`src/verilog/irq_resp_params.svh`:
```
`ifndef IRQ_RESP_PARAMS_SVH
`define IRQ_RESP_PARAMS_SVH

// Register offsets on the plain register port
`define IRQ_ADDR_EN0     8'ha8
`define IRQ_ADDR_EN1     8'hb1
`define IRQ_ADDR_PL0     8'hb8
`define IRQ_ADDR_PL1     8'hb2
`define IRQ_ADDR_PH0     8'hb7
`define IRQ_ADDR_PH1     8'hb3
`define IRQ_ADDR_FLAGS   8'hc8
`define IRQ_ADDR_ACTIVE  8'hc9

// Reset values
`define IRQ_RST_EN0      8'h00
`define IRQ_RST_EN1      8'h00
`define IRQ_RST_PRIO     8'h00
`define IRQ_RST_FLAGS    8'h00

// Writable masks, unused bits read as zero
`define IRQ_MASK_EN1     8'h37
`define IRQ_MASK_PRIO1   8'hb7

// Field positions
`define IRQ_BIT_GATE     7
`define IRQ_BIT_LVL_DIS  7
`define IRQ_BIT_EXT0_TYP 0
`define IRQ_BIT_EXT0_FLG 1
`define IRQ_BIT_EXT1_TYP 2
`define IRQ_BIT_EXT1_FLG 3
`define IRQ_BIT_TMR0_OVF 5
`define IRQ_BIT_TMR1_OVF 7
`define IRQ_MASK_FLAGS   8'haf

// Hardware call length in clock cycles
`define IRQ_CALL_CYCLES  4

// Vector addresses in polling order
`define IRQ_VEC_EXT0     16'h0003
`define IRQ_VEC_TMR0     16'h000b
`define IRQ_VEC_EXT1     16'h0013
`define IRQ_VEC_TMR1     16'h001b
`define IRQ_VEC_CARRAY   16'h0033
`define IRQ_VEC_SERIAL   16'h0023
`define IRQ_VEC_TMR2     16'h002b
`define IRQ_VEC_KEYBD    16'h003b
`define IRQ_VEC_TWOWIRE  16'h0043
`define IRQ_VEC_SPI      16'h004b
`define IRQ_VEC_COMPAR   16'h005b
`define IRQ_VEC_CONVERT  16'h0063

`endif

```
`src/verilog/irq_resp_pkg.sv`:
```
package irq_resp_pkg;

  // Register port request
  typedef struct packed {
    logic [7:0] addr;
    logic [7:0] wdata;
    logic       wr;
    logic       rd;
  } reg_req_s;

  // Raw source flags held by peripherals outside this block
  typedef struct packed {
    logic [1:0] serial_port;
    logic [1:0] timer_two;
    logic [5:0] counter_array;
    logic [7:0] keyboard;
    logic       two_wire_port;
    logic [2:0] serial_periph;
    logic [1:0] comparator;
    logic       converter;
  } periph_flags_s;

  // Hardware call sequencing
  typedef enum logic [1:0] {
    CALL_IDLE = 2'b01,
    CALL_BUSY = 2'b10
  } call_state_e;

  typedef logic [11:0] src_vec_t;

endpackage

```
`src/verilog/interrupt_response_and_enable.sv`:
```
`timescale 1ns/1ps
`default_nettype none
`include "irq_resp_params.svh"

// Notes on behaviour
// - Flags may change in any clock cycle
// - Poll at instruction end, previous-cycle values
// - Unblocked enabled request injects call next
// - Equal or higher level running blocks vectoring
// - Return or enable/priority write blocks one instruction
// - Denied requests are not remembered
// - Injected call lasts four cycles
// - Extra latency bounded by instruction length
// - Single-interrupt latency between 5 and 14 cycles
// - Shared vector requests while any source set
// - External inputs level or edge, latched flag
// - Acknowledge clears external flag only in edge mode
// - Timer overflow flags set on rollover, cleared on vectoring
// - Global gate masks all, else per-source enable
// - Enable register zero resets zero, seven sources
// - Enable register one resets zero, five sources
// - Two-bit levels, only strictly higher preempts
// - Equal level resolved by fixed polling order
// - Software flag writes act like hardware, except level-mode external flags follow the pin
module interrupt_response_and_enable (
  input  wire logic                         i_mclk,
  input  wire logic                         i_rst,
  input  wire logic                         i_ce,
  input  wire irq_resp_pkg::reg_req_s       i_reg,
  output logic [7:0]                        o_reg_rdata,
  input  wire logic                         i_ext_req_zero,
  input  wire logic                         i_ext_req_one,
  input  wire logic                         i_timer_zero_rollover,
  input  wire logic                         i_timer_one_rollover,
  input  wire irq_resp_pkg::periph_flags_s  i_periph_flags,
  input  wire logic                         i_instr_last,
  input  wire logic                         i_instr_return_from_interrupt,
  output logic                              o_call_req,
  output logic [15:0]                       o_call_vector,
  output logic [3:0]                        o_active_levels
);
  import irq_resp_pkg::*;
  localparam int NSRC = 12;
  localparam logic [2:0] CALL_LAST = 3'(`IRQ_CALL_CYCLES - 1);
  // Polling-order index of each source
  localparam int S_EXT0 = 0;
  localparam int S_TMR0 = 1;
  localparam int S_EXT1 = 2;
  localparam int S_TMR1 = 3;
  // Pin synchroniser state
  logic [1:0] ext_meta_q, ext_meta_d;
  logic [1:0] ext_sync_q, ext_sync_d;
  logic [1:0] ext_prev_q, ext_prev_d;
  // Register file state
  logic [7:0] en0_q, en0_d;
  logic [7:0] en1_q, en1_d;
  logic [7:0] pl0_q, pl0_d;
  logic [7:0] pl1_q, pl1_d;
  logic [7:0] ph0_q, ph0_d;
  logic [7:0] ph1_q, ph1_d;
  logic [7:0] flags_q, flags_d;
  logic [7:0] rdata_q, rdata_d;
  // Controller state
  call_state_e state_q, state_d;
  logic [2:0]  cnt_q, cnt_d;
  src_vec_t    req_q, req_d;
  logic        blk_q, blk_d;
  logic [3:0]  active_q, active_d;
  logic        call_q, call_d;
  logic [15:0] vec_q, vec_d;
  // Combinational helpers
  src_vec_t   en_vec, lo_vec, hi_vec, elig;
  logic [1:0] lvl [NSRC];
  logic [3:0] lvl_dis;
  logic       wr_irq_reg, blocked, found, accept;
  logic [3:0] sel_idx;
  logic [1:0] sel_lvl;
  logic [1:0] top_lvl;
  logic       any_active;
  logic [1:0] ext_rise;
  // Map zero/one register bits into polling order
  function automatic src_vec_t map_bits(input logic [7:0] r0, input logic [7:0] r1);
    map_bits = {r1[5], r1[4], r1[2], r1[1], r1[0], r0[5], r0[4], r0[6],
                r0[3], r0[2], r0[1], r0[0]};
  endfunction
  // Vector address of each polling-order index
  localparam logic [15:0] VEC_TAB [NSRC] = '{`IRQ_VEC_EXT0, `IRQ_VEC_TMR0, `IRQ_VEC_EXT1,
    `IRQ_VEC_TMR1, `IRQ_VEC_CARRAY, `IRQ_VEC_SERIAL, `IRQ_VEC_TMR2, `IRQ_VEC_KEYBD,
    `IRQ_VEC_TWOWIRE, `IRQ_VEC_SPI, `IRQ_VEC_COMPAR, `IRQ_VEC_CONVERT};

  // Two-flop synchroniser plus edge history on external pins
  always_comb begin
    ext_meta_d = {i_ext_req_one, i_ext_req_zero};
    ext_sync_d = ext_meta_q;
    ext_prev_d = ext_sync_q;
    ext_rise   = ext_sync_q & ~ext_prev_q;
  end

  always_ff @(posedge i_mclk or posedge i_rst) begin
    if (i_rst) begin
      ext_meta_q <= 2'h0;
      ext_sync_q <= 2'h0;
      ext_prev_q <= 2'h0;
    end else if (i_ce) begin
      ext_meta_q <= ext_meta_d;
      ext_sync_q <= ext_sync_d;
      ext_prev_q <= ext_prev_d;
    end
  end

  // Per-source enable and level views
  always_comb begin
    en_vec  = map_bits(en0_q, en1_q);
    lo_vec  = map_bits(pl0_q, pl1_q);
    hi_vec  = map_bits(ph0_q, ph1_q);
    lvl_dis = {ph1_q[`IRQ_BIT_LVL_DIS], pl1_q[`IRQ_BIT_LVL_DIS],
               ph0_q[`IRQ_BIT_LVL_DIS], pl0_q[`IRQ_BIT_LVL_DIS]};
    for (int i = 0; i < NSRC; i++) begin
      lvl[i] = {hi_vec[i], lo_vec[i]};
    end
  end

  // Highest level whose routine is still running
  always_comb begin
    any_active = |active_q;
    top_lvl    = 2'h0;
    for (int l = 0; l < 4; l++) begin
      if (active_q[l]) begin
        top_lvl = 2'(l);
      end
    end
  end

  // Eligibility and winner selection
  always_comb begin
    found   = 1'b0;
    sel_idx = 4'h0;
    sel_lvl = 2'h0;
    for (int i = 0; i < NSRC; i++) begin
      elig[i] = req_q[i] & en_vec[i] & en0_q[`IRQ_BIT_GATE]
                & ~lvl_dis[lvl[i]]
                & (~any_active | (lvl[i] > top_lvl));
      if (elig[i] && (!found || lvl[i] > sel_lvl)) begin
        found   = 1'b1;
        sel_idx = 4'(i);
        sel_lvl = lvl[i];
      end
    end
  end

  // Blocking conditions for the current instruction
  always_comb begin
    wr_irq_reg = i_reg.wr && (i_reg.addr == `IRQ_ADDR_EN0 || i_reg.addr == `IRQ_ADDR_EN1
                 || i_reg.addr == `IRQ_ADDR_PL0 || i_reg.addr == `IRQ_ADDR_PL1
                 || i_reg.addr == `IRQ_ADDR_PH0 || i_reg.addr == `IRQ_ADDR_PH1);
    blocked    = i_instr_return_from_interrupt | blk_q | wr_irq_reg;
    accept     = i_instr_last & (state_q == CALL_IDLE) & ~blocked & found;
  end

  // Register file and source flags
  always_comb begin
    en0_d   = en0_q;
    en1_d   = en1_q;
    pl0_d   = pl0_q;
    pl1_d   = pl1_q;
    ph0_d   = ph0_q;
    ph1_d   = ph1_q;
    flags_d = flags_q;
    rdata_d = 8'h00;
    // Software writes
    if (i_reg.wr) begin
      if (i_reg.addr == `IRQ_ADDR_EN0) begin
        en0_d = i_reg.wdata;
      end else if (i_reg.addr == `IRQ_ADDR_EN1) begin
        en1_d = i_reg.wdata & `IRQ_MASK_EN1;
      end else if (i_reg.addr == `IRQ_ADDR_PL0) begin
        pl0_d = i_reg.wdata;
      end else if (i_reg.addr == `IRQ_ADDR_PL1) begin
        pl1_d = i_reg.wdata & `IRQ_MASK_PRIO1;
      end else if (i_reg.addr == `IRQ_ADDR_PH0) begin
        ph0_d = i_reg.wdata;
      end else if (i_reg.addr == `IRQ_ADDR_PH1) begin
        ph1_d = i_reg.wdata & `IRQ_MASK_PRIO1;
      end else if (i_reg.addr == `IRQ_ADDR_FLAGS) begin
        flags_d = i_reg.wdata & `IRQ_MASK_FLAGS;
      end
    end
    // Hardware clears on acknowledge
    if (accept) begin
      if (sel_idx == 4'(S_EXT0) && flags_q[`IRQ_BIT_EXT0_TYP]) begin
        flags_d[`IRQ_BIT_EXT0_FLG] = 1'b0;
      end
      if (sel_idx == 4'(S_EXT1) && flags_q[`IRQ_BIT_EXT1_TYP]) begin
        flags_d[`IRQ_BIT_EXT1_FLG] = 1'b0;
      end
      if (sel_idx == 4'(S_TMR0)) begin
        flags_d[`IRQ_BIT_TMR0_OVF] = 1'b0;
      end
      if (sel_idx == 4'(S_TMR1)) begin
        flags_d[`IRQ_BIT_TMR1_OVF] = 1'b0;
      end
    end
    // Hardware sets win over any clear
    if (i_timer_zero_rollover) begin
      flags_d[`IRQ_BIT_TMR0_OVF] = 1'b1;
    end
    if (i_timer_one_rollover) begin
      flags_d[`IRQ_BIT_TMR1_OVF] = 1'b1;
    end
    if (flags_q[`IRQ_BIT_EXT0_TYP]) begin
      flags_d[`IRQ_BIT_EXT0_FLG] = flags_d[`IRQ_BIT_EXT0_FLG] | ext_rise[0];
    end else begin
      flags_d[`IRQ_BIT_EXT0_FLG] = ext_sync_q[0];
    end
    if (flags_q[`IRQ_BIT_EXT1_TYP]) begin
      flags_d[`IRQ_BIT_EXT1_FLG] = flags_d[`IRQ_BIT_EXT1_FLG] | ext_rise[1];
    end else begin
      flags_d[`IRQ_BIT_EXT1_FLG] = ext_sync_q[1];
    end
    // Read data, one cycle later
    if (i_reg.rd) begin
      if (i_reg.addr == `IRQ_ADDR_EN0) begin
        rdata_d = en0_q;
      end else if (i_reg.addr == `IRQ_ADDR_EN1) begin
        rdata_d = en1_q;
      end else if (i_reg.addr == `IRQ_ADDR_PL0) begin
        rdata_d = pl0_q;
      end else if (i_reg.addr == `IRQ_ADDR_PL1) begin
        rdata_d = pl1_q;
      end else if (i_reg.addr == `IRQ_ADDR_PH0) begin
        rdata_d = ph0_q;
      end else if (i_reg.addr == `IRQ_ADDR_PH1) begin
        rdata_d = ph1_q;
      end else if (i_reg.addr == `IRQ_ADDR_FLAGS) begin
        rdata_d = flags_q;
      end else if (i_reg.addr == `IRQ_ADDR_ACTIVE) begin
        rdata_d = {4'h0, active_q};
      end
    end
  end

  always_ff @(posedge i_mclk or posedge i_rst) begin
    if (i_rst) begin
      en0_q   <= `IRQ_RST_EN0;
      en1_q   <= `IRQ_RST_EN1;
      pl0_q   <= `IRQ_RST_PRIO;
      pl1_q   <= `IRQ_RST_PRIO;
      ph0_q   <= `IRQ_RST_PRIO;
      ph1_q   <= `IRQ_RST_PRIO;
      flags_q <= `IRQ_RST_FLAGS;
      rdata_q <= 8'h00;
    end else if (i_ce) begin
      en0_q   <= en0_d;
      en1_q   <= en1_d;
      pl0_q   <= pl0_d;
      pl1_q   <= pl1_d;
      ph0_q   <= ph0_d;
      ph1_q   <= ph1_d;
      flags_q <= flags_d;
      rdata_q <= rdata_d;
    end
  end

  // Request sampling, blocking, level tracking and call injection
  always_comb begin
    // Shared vectors request while any source bit is set
    req_d = {i_periph_flags.converter, |i_periph_flags.comparator,
             |i_periph_flags.serial_periph, i_periph_flags.two_wire_port,
             |i_periph_flags.keyboard, |i_periph_flags.timer_two,
             |i_periph_flags.serial_port, |i_periph_flags.counter_array,
             flags_q[`IRQ_BIT_TMR1_OVF], flags_q[`IRQ_BIT_EXT1_FLG],
             flags_q[`IRQ_BIT_TMR0_OVF], flags_q[`IRQ_BIT_EXT0_FLG]};
    blk_d    = i_instr_last ? 1'b0 : (blk_q | wr_irq_reg);
    active_d = active_q;
    state_d  = state_q;
    cnt_d    = cnt_q;
    call_d   = 1'b0;
    vec_d    = vec_q;
    // Return pops the highest running level
    if (i_instr_last && i_instr_return_from_interrupt) begin
      active_d[top_lvl] = 1'b0;
    end
    case (state_q)
      CALL_IDLE: begin
        if (accept) begin
          call_d            = 1'b1;
          vec_d             = VEC_TAB[sel_idx];
          active_d[sel_lvl] = 1'b1;
          cnt_d             = 3'h0;
          state_d           = CALL_BUSY;
        end
      end
      CALL_BUSY: begin
        if (cnt_q == CALL_LAST) begin
          state_d = CALL_IDLE;
        end else begin
          cnt_d = cnt_q + 3'h1;
        end
      end
      default: begin
        state_d = CALL_IDLE;
      end
    endcase
  end

  always_ff @(posedge i_mclk or posedge i_rst) begin
    if (i_rst) begin
      state_q  <= CALL_IDLE;
      cnt_q    <= 3'h0;
      req_q    <= '0;
      blk_q    <= 1'b0;
      active_q <= 4'h0;
      call_q   <= 1'b0;
      vec_q    <= 16'h0000;
    end else if (i_ce) begin
      state_q  <= state_d;
      cnt_q    <= cnt_d;
      req_q    <= req_d;
      blk_q    <= blk_d;
      active_q <= active_d;
      call_q   <= call_d;
      vec_q    <= vec_d;
    end
  end

  // Registered outputs
  assign o_reg_rdata     = rdata_q;
  assign o_call_req      = call_q;
  assign o_call_vector   = vec_q;
  assign o_active_levels = active_q;
endmodule // interrupt_response_and_enable

`default_nettype wire

```
`config.mk`:
```
export PLATFORM = sky130hd
export DESIGN_NAME = interrupt_response_and_enable
export DESIGN_NICKNAME = d
export VERILOG_FILES = /design/src/verilog/irq_resp_pkg.sv /design/src/verilog/interrupt_response_and_enable.sv
export VERILOG_INCLUDE_DIRS = /design/src /design/src/verilog
export SDC_FILE = /design/constraint.sdc
export NUM_CORES = 1
export LEC_CHECK = 0
export BUFFER_PORTS_ARGS = -buffer_cell sky130_fd_sc_hd__buf_2
export CORE_MARGIN = 4
export CORE_UTILIZATION = 45
export DETAILED_ROUTE_END_ITERATION = 8
export PLACE_DENSITY = 0.65
export SYNTH_ARGS = -nofsm -noshare
export SYNTH_HDL_FRONTEND = slang
export SYNTH_SLANG_ARGS = --single-unit
```
`constraint.sdc`:
```
create_clock -name i_mclk -period 36.6 [get_ports i_mclk]
set_clock_uncertainty 0.1 [all_clocks]
set_input_delay 5.49 -clock i_mclk [delete_from_list [all_inputs] [get_ports i_mclk]]
set_output_delay 5.49 -clock i_mclk [all_outputs]
set_load 0.01 [all_outputs]
```
==> Yosys cells after proc, flatten, opt, wreduce, memory -nomap -nowiden <==
Memories as Yosys holds them, arrays and structs flattened. A register that Yosys moved wholly into a read port is not among the register bits.
Cells that the tools add are included.
{ "word_totals": {"regBits": 84, "rom_bits": 256, "input_bits": 52, "out_inout_bits": 29, "memories": 1} }
{ "op_classes": {"n_addsub": 1, "order_cmp": 39, "eq_ne": 17, "n_mux": 107, "bitwise_logic": 94, "reduce_logical": 63} }
{ "memory_table": {"columns": ["name", "depth", "width", "read_ports", "rd_ports_with_merged_regs", "wr", "line_no", "text"], "rows": [
  ["(no name shown)", 16, 16, 1, 1, 0, "interrupt_response_and_enable.sv:287", "vec_d = VEC_TAB[sel_idx];"]
]} }
{ "ops": {"columns": ["op", "count"], "rows": [
  ["$mux 8", 16],
  ["$eq 8x8->1 const B", 8],
  ["$mux 4", 14],
  ["$and 1x1->1", 51],
  ["$gt 2x2->1", 23],
  ["$mux 1", 43],
  ["$lt 2x3->1 const B", 14],
  ["$mux 2", 16],
  ["$bmux 1 s2", 12],
  ["$not 1->1", 20],
  ["$logic_and 1x1->1", 17],
  ["$or 1x1->1", 17],
  ["$logic_or 1x1->1", 16],
  ["$logic_not 1->1", 11],
  ["$reduce_and 3->1", 3],
  ["$reduce_and 9->1", 1],
  ["$eq 4x2->1 const B", 2],
  ["$reduce_and 4->1", 2],
  ["$reduce_and 8->1", 1],
  ["$reduce_or 8->1", 1],
  ["$reduce_and 7->1", 1],
  ["$mux 3", 2],
  ["$ne 2x2->1 const B", 3],
  ["$pmux 3 s2", 1],
  ["22 further kinds", 26]
]} }

==> Logic depth before layout (Yosys ltp) <==
{ "logic_depth": {"depth_word": 58, "ltp_mapped": 87} }

==> Worst setup path before layout <==
OpenSTA, ideal clock, no wires.
{ "synth_timing": {"kind": "register to register", "from": "register active_q[2], in the netlist o_active_levels[2]", "to": "register vec_q[4], in the netlist o_call_vector[4]", "setup_ps": 128, "t_arrival_ps": 14573, "path_slack_ps": 21799, "stages_incl_launch_ff": 82, "path_buffers": 0, "period_less_slack_ps": 14801, "path_cell_list": "dfrtp_1 nor2_2 ha_1 nand2_1 o21ai_1 a211oi_2 nand2_1 ha_1 nor2b_1 o21ai_0 inv_1 o211ai_1 and2_1 ha_1 nor2b_1 a2bb2oi_1 a2111oi_1 or3_4 [... 46 more ...] ha_1 nor2_1 nand2_1 nand2_1 nand2_1 o21a_1 mux2i_4 inv_2 ha_1 nor2_1 and2_1 o21ai_1 o211ai_2 a31o_1 ha_1 mux2_2 mux2i_1 o21ai_1"} }
{ "synth_via": {"elab_chain_len": 52} }
{ "synth_lines": {"columns": ["item", "line_no", "text"], "rows": [
  ["from (decl)", "interrupt_response_and_enable.sv:68", "logic [3:0] active_q, active_d;"],
  ["from (signal assigned)", "interrupt_response_and_enable.sv:320", "active_q <= active_d;"],
  ["$mux 2 (2 in series)", "interrupt_response_and_enable.sv:128", "if (active_q[l]) begin"],
  ["$gt 2x2->1", "interrupt_response_and_enable.sv:142", "& (~any_active | (lvl[i] > top_lvl));"],
  ["$or 1x1->1", "interrupt_response_and_enable.sv:142", null],
  ["$and 1x1->1", "interrupt_response_and_enable.sv:140", "elig[i] = req_q[i] & en_vec[i] & en0_q[`IRQ_BIT_GATE]"],
  ["$mux 2 / $mux 1 (equally long branches)", "interrupt_response_and_enable.sv:143", "if (elig[i] && (!found || lvl[i] > sel_lvl)) begin"],
  ["$gt 2x2->1 / $logic_not 1->1 (equally long branches)", "interrupt_response_and_enable.sv:143", null],
  ["$logic_or 1x1->1", "interrupt_response_and_enable.sv:143", null],
  ["$logic_and 1x1->1", "interrupt_response_and_enable.sv:143", null],
  ["[... 35 more ...]", null, null],
  ["$logic_and 1x1->1", "interrupt_response_and_enable.sv:143", null],
  ["$mux 2 / $mux 1 (equally long branches)", "interrupt_response_and_enable.sv:143", null],
  ["$gt 2x2->1 / $logic_not 1->1 (equally long branches)", "interrupt_response_and_enable.sv:143", null],
  ["$logic_or 1x1->1", "interrupt_response_and_enable.sv:143", null],
  ["$logic_and 1x1->1", "interrupt_response_and_enable.sv:143", null],
  ["$mux 1", "interrupt_response_and_enable.sv:143", null],
  ["$and 1x1->1", "interrupt_response_and_enable.sv:157", "accept = i_instr_last & (state_q == CALL_IDLE) & ~blocked & found;"],
  ["$reduce_and 3->1 (no source line)", null, null],
  ["to (decl)", "interrupt_response_and_enable.sv:70", "logic [15:0] vec_q, vec_d;"]
]} }
Parallel ways exist; a longest one is shown, timed or not.
A chain may end at the register's enable or synchronous reset.

==> Worst setup path in the final report <==
Ends and elaborated chain as after synthesis.

==> impl_metrics.json <==
{
  "status": "completed",
  "hold_path.class": "reg2reg",
  "synth_area_per_cell_um2": 9.70,
  "nFillCells": 1308,
  "post-cts-setup-buffers": 0,
  "die_w_um": 127,
  "synth-async-reset-ratio_pct": 100,
  "num-nets-final": 821,
  "ir_worst_vdd_uv": 27.0,
  "vias": 5529,
  "cts_hold_buffers": 0,
  "fin_tns_setup_ns": 0,
  "grt_pass1_wl_mm": 29.1,
  "layout_common_cells": "dfrtp_1 (88), buf_2 (70), nand2_1 (69)",
  "setup_viol": 0,
  "critPathKind": "reg2reg",
  "portBuffers": 70,
  "synth_area_um2": 6380,
  "grt_pass1_vias": 5421,
  "arrival_ns": 17.02,
  "drv_cap": 0,
  "synth_edf_count": 0,
  "viasPerCell": 6.10,
  "syn_to_final_growth_pct": 12.7,
  "grt-ovfl-total": 0,
  "cp-start-kind": "register",
  "track_usage_pct": 22.8,
  "drive_above_1_share_pct": 24.6,
  "worst-endpoint-required_ns": 36.72,
  "dr.pass1.iters": 5,
  "routed_wl_mm": 18.2,
  "rows": 43,
  "power_leakage_nw": 3.35,
  "ys_ff_latch": 89,
  "clk_latency_ns": 0.34,
  "core_area_um2": 13900,
  "final_util_pct": 51.7,
  "cp_slowest_stage_delay_ns": 0.69,
  "start_util_pct": 45.9,
  "cp_common_cell": "ha_1",
  "yosysWarnings": 0,
  "dieArea_um2": 16100,
  "power_density_nw_per_um2": 31.7,
  "fin_crit_sh_pct": 46.2,
  "slew_headroom_pct": 34.4,
  "detailed_place_hpwl_mm": 14.2,
  "cts_buffer_depth": 2,
  "cts.sinks": 89,
  "antenna_found_initial": 0,
  "timing_max_transition_violations_final": 0,
  "period_minus_slack_ns": 16.91,
  "cts_tree": "yes",
  "path_max_fanout": 12,
  "tightest_slew_ns": 0.970,
  "route.detailed.drc": 0,
  "cts_buffers": 9,
  "clk_pin_slew_ns": 0.06,
  "yosysSeqAreaShare_pct": 34.9,
  "ant_nets": 0,
  "fmax_mhz": 59.1,
  "io_pins": 81,
  "cts-resized-gates": 0,
  "rsz0062_at_grt": "false",
  "synth_ff_type": "dfrtp_1",
  "wire_per_inst_um": 20.0,
  "cp-end-kind": "register",
  "final_common_cell": "dfrtp_1",
  "grt_max_degree": 56,
  "die_h_um": 127,
  "hold_viol": 0,
  "antennaDiodeCount": 0,
  "htree_levels": 3,
  "gp_congestion": 0.883,
  "dr.first_iter.drc_count": 527,
  "cts_root_buf": "clkbuf_16",
  "worst_path_max_delay_cell": "a2111oi_1",
  "ys_types": 76,
  "netlist_instances": 657
}
## report_power, final
group | leakage [nW] | switching, mW | internal [mW] | total, mW
Clock | 0.151 | 0.0385 | 0.0617 | 0.100
Combinational | 2.07 | 0.0111 | 0.00886 | 0.0200
Sequential | 1.13 | 0.00488 | 0.102 | 0.107
## final cells by class
class	instances	area (um2)	area share, %
clock buffer	10	239	3.33
clock inverter	6	91.3	1.27
inverter	35	133	1.85
multi-input combinational	514	3890	54.2
sequential	89	2230	31.0
tap	180	225	3.14
timing repair buffer	73	373	5.19
## cell usage after synthesis (3+ instances only)
cell type | number | share of area, %
a211o_1 | 5 | 0.69
a211oi_1 | 9 | 1.1
a211oi_2 | 6 | 1.2
a21o_1 | 4 | 0.47
a21oi_1 | 20 | 1.6
a221oi_1 | 7 | 0.96
a222oi_1 | 5 | 0.78
a22oi_1 | 3 | 0.35
a31o_2 | 3 | 0.41
a31oi_1 | 6 | 0.59
and2_1 | 11 | 1.1
and3_1 | 5 | 0.49
buf_1 | 5 | 0.29
buf_2 | 5 | 0.39
buf_4 | 12 | 1.4
clkbuf_1 | 6 | 0.35
dfrtp_1 | 88 | 35
ha_1 | 47 | 9.2
inv_1 | 34 | 2.0
mux2_2 | 53 | 9.4
mux2i_1 | 5 | 0.78
mux4_1 | 4 | 1.6
mux4_2 | 8 | 2.8
nand2_1 | 69 | 4.1
nand2b_1 | 6 | 0.59
nand3_1 | 25 | 2.0
nor2_1 | 43 | 2.5
nor2b_1 | 22 | 2.2
nor3_1 | 5 | 0.39
nor4_1 | 7 | 0.69
o211a_1 | 3 | 0.47
o211ai_1 | 7 | 0.82
o21a_1 | 6 | 0.71
o21ai_0 | 39 | 3.1
o21ai_1 | 9 | 0.71
o22ai_1 | 8 | 0.78
o31ai_1 | 5 | 0.59
or3_1 | 6 | 0.59
## path summary, 6_finish.rpt
check                                   start          endpoint  slack [ns]  depth (start not counted)
min reg2reg                  o_call_vector[1]  o_call_vector[1]        0.38                          1
max reg2reg                o_active_levels[2]  o_call_vector[4]       19.69                         81
min in group asynchronous               i_rst          en0_q[7]        5.10                          2
max                        o_active_levels[2]  o_call_vector[4]       19.69                         81
min                          o_call_vector[1]  o_call_vector[1]        0.38                          1
max in group asynchronous               i_rst  o_call_vector[1]       30.19                          3
## kinds of logic after synthesis
logic type                 count (synthesis)  synth area share [%]
AOI/OAI and AO/OA                        171                  19.4
adders and majority gates                 49                  9.56
buffers and inverters                     63                  4.51
DFF                                       89                  34.9
muxes                                     71                  15.0
other                                      1                0.0588
and+or+nand+nor                          213                  16.5
## critical path, delay by kind of cell (launching register included)
| kind | cells | cell delay [ns] |
|---|---|---|
| flops | 1 | 0.46 |
| fa+ha+maj | 14 | 4.07 |
| mux | 4 | 0.94 |
| compound gates | 34 | 7.24 |
| simple gates | 25 | 3.62 |
| buf+inv | 4 | 0.34 |
## metal layers
layer	track usage [%]	routed length, um	vias up
met5	0	0	-
met4	7.57	447	0
met3	3.89	1130	40
met2	36.3	8430	209
met1	31.7	8150	2710
li1	-	-	2570
## flip-flops by register name (all words and copies together) (netlist names)
name / count
blk_q: 1
cnt_q: 3
en0_q: 8
en1_q: 5
ext_meta_q: 2
ext_prev_d: 2
ext_prev_q: 2
flags_q: 6
o_active_levels: 4
o_call_req: 1
o_call_vector: 5
o_reg_rdata: 8
ph0_q: 8
ph1_q: 6
pl0_q: 8
pl1_q: 6
req_q: 12
state_q: 2
## stage by stage
step                      hold slack [ns]  area [um2]  cells  power [mW]  setup WS, ns
after floorplan                     0.349        6410    666       0.121         21.80
after global placement              0.359        6850    891       0.128         20.70
after detailed placement            0.365        6850    891       0.129         20.03
after CTS                           0.383        7180    907       0.229         19.95
after global routing                0.412        7180    907       0.236         18.34
final                               0.377        7180    907       0.227         19.69
Note: power is estimated with default switching activity, not from simulation.
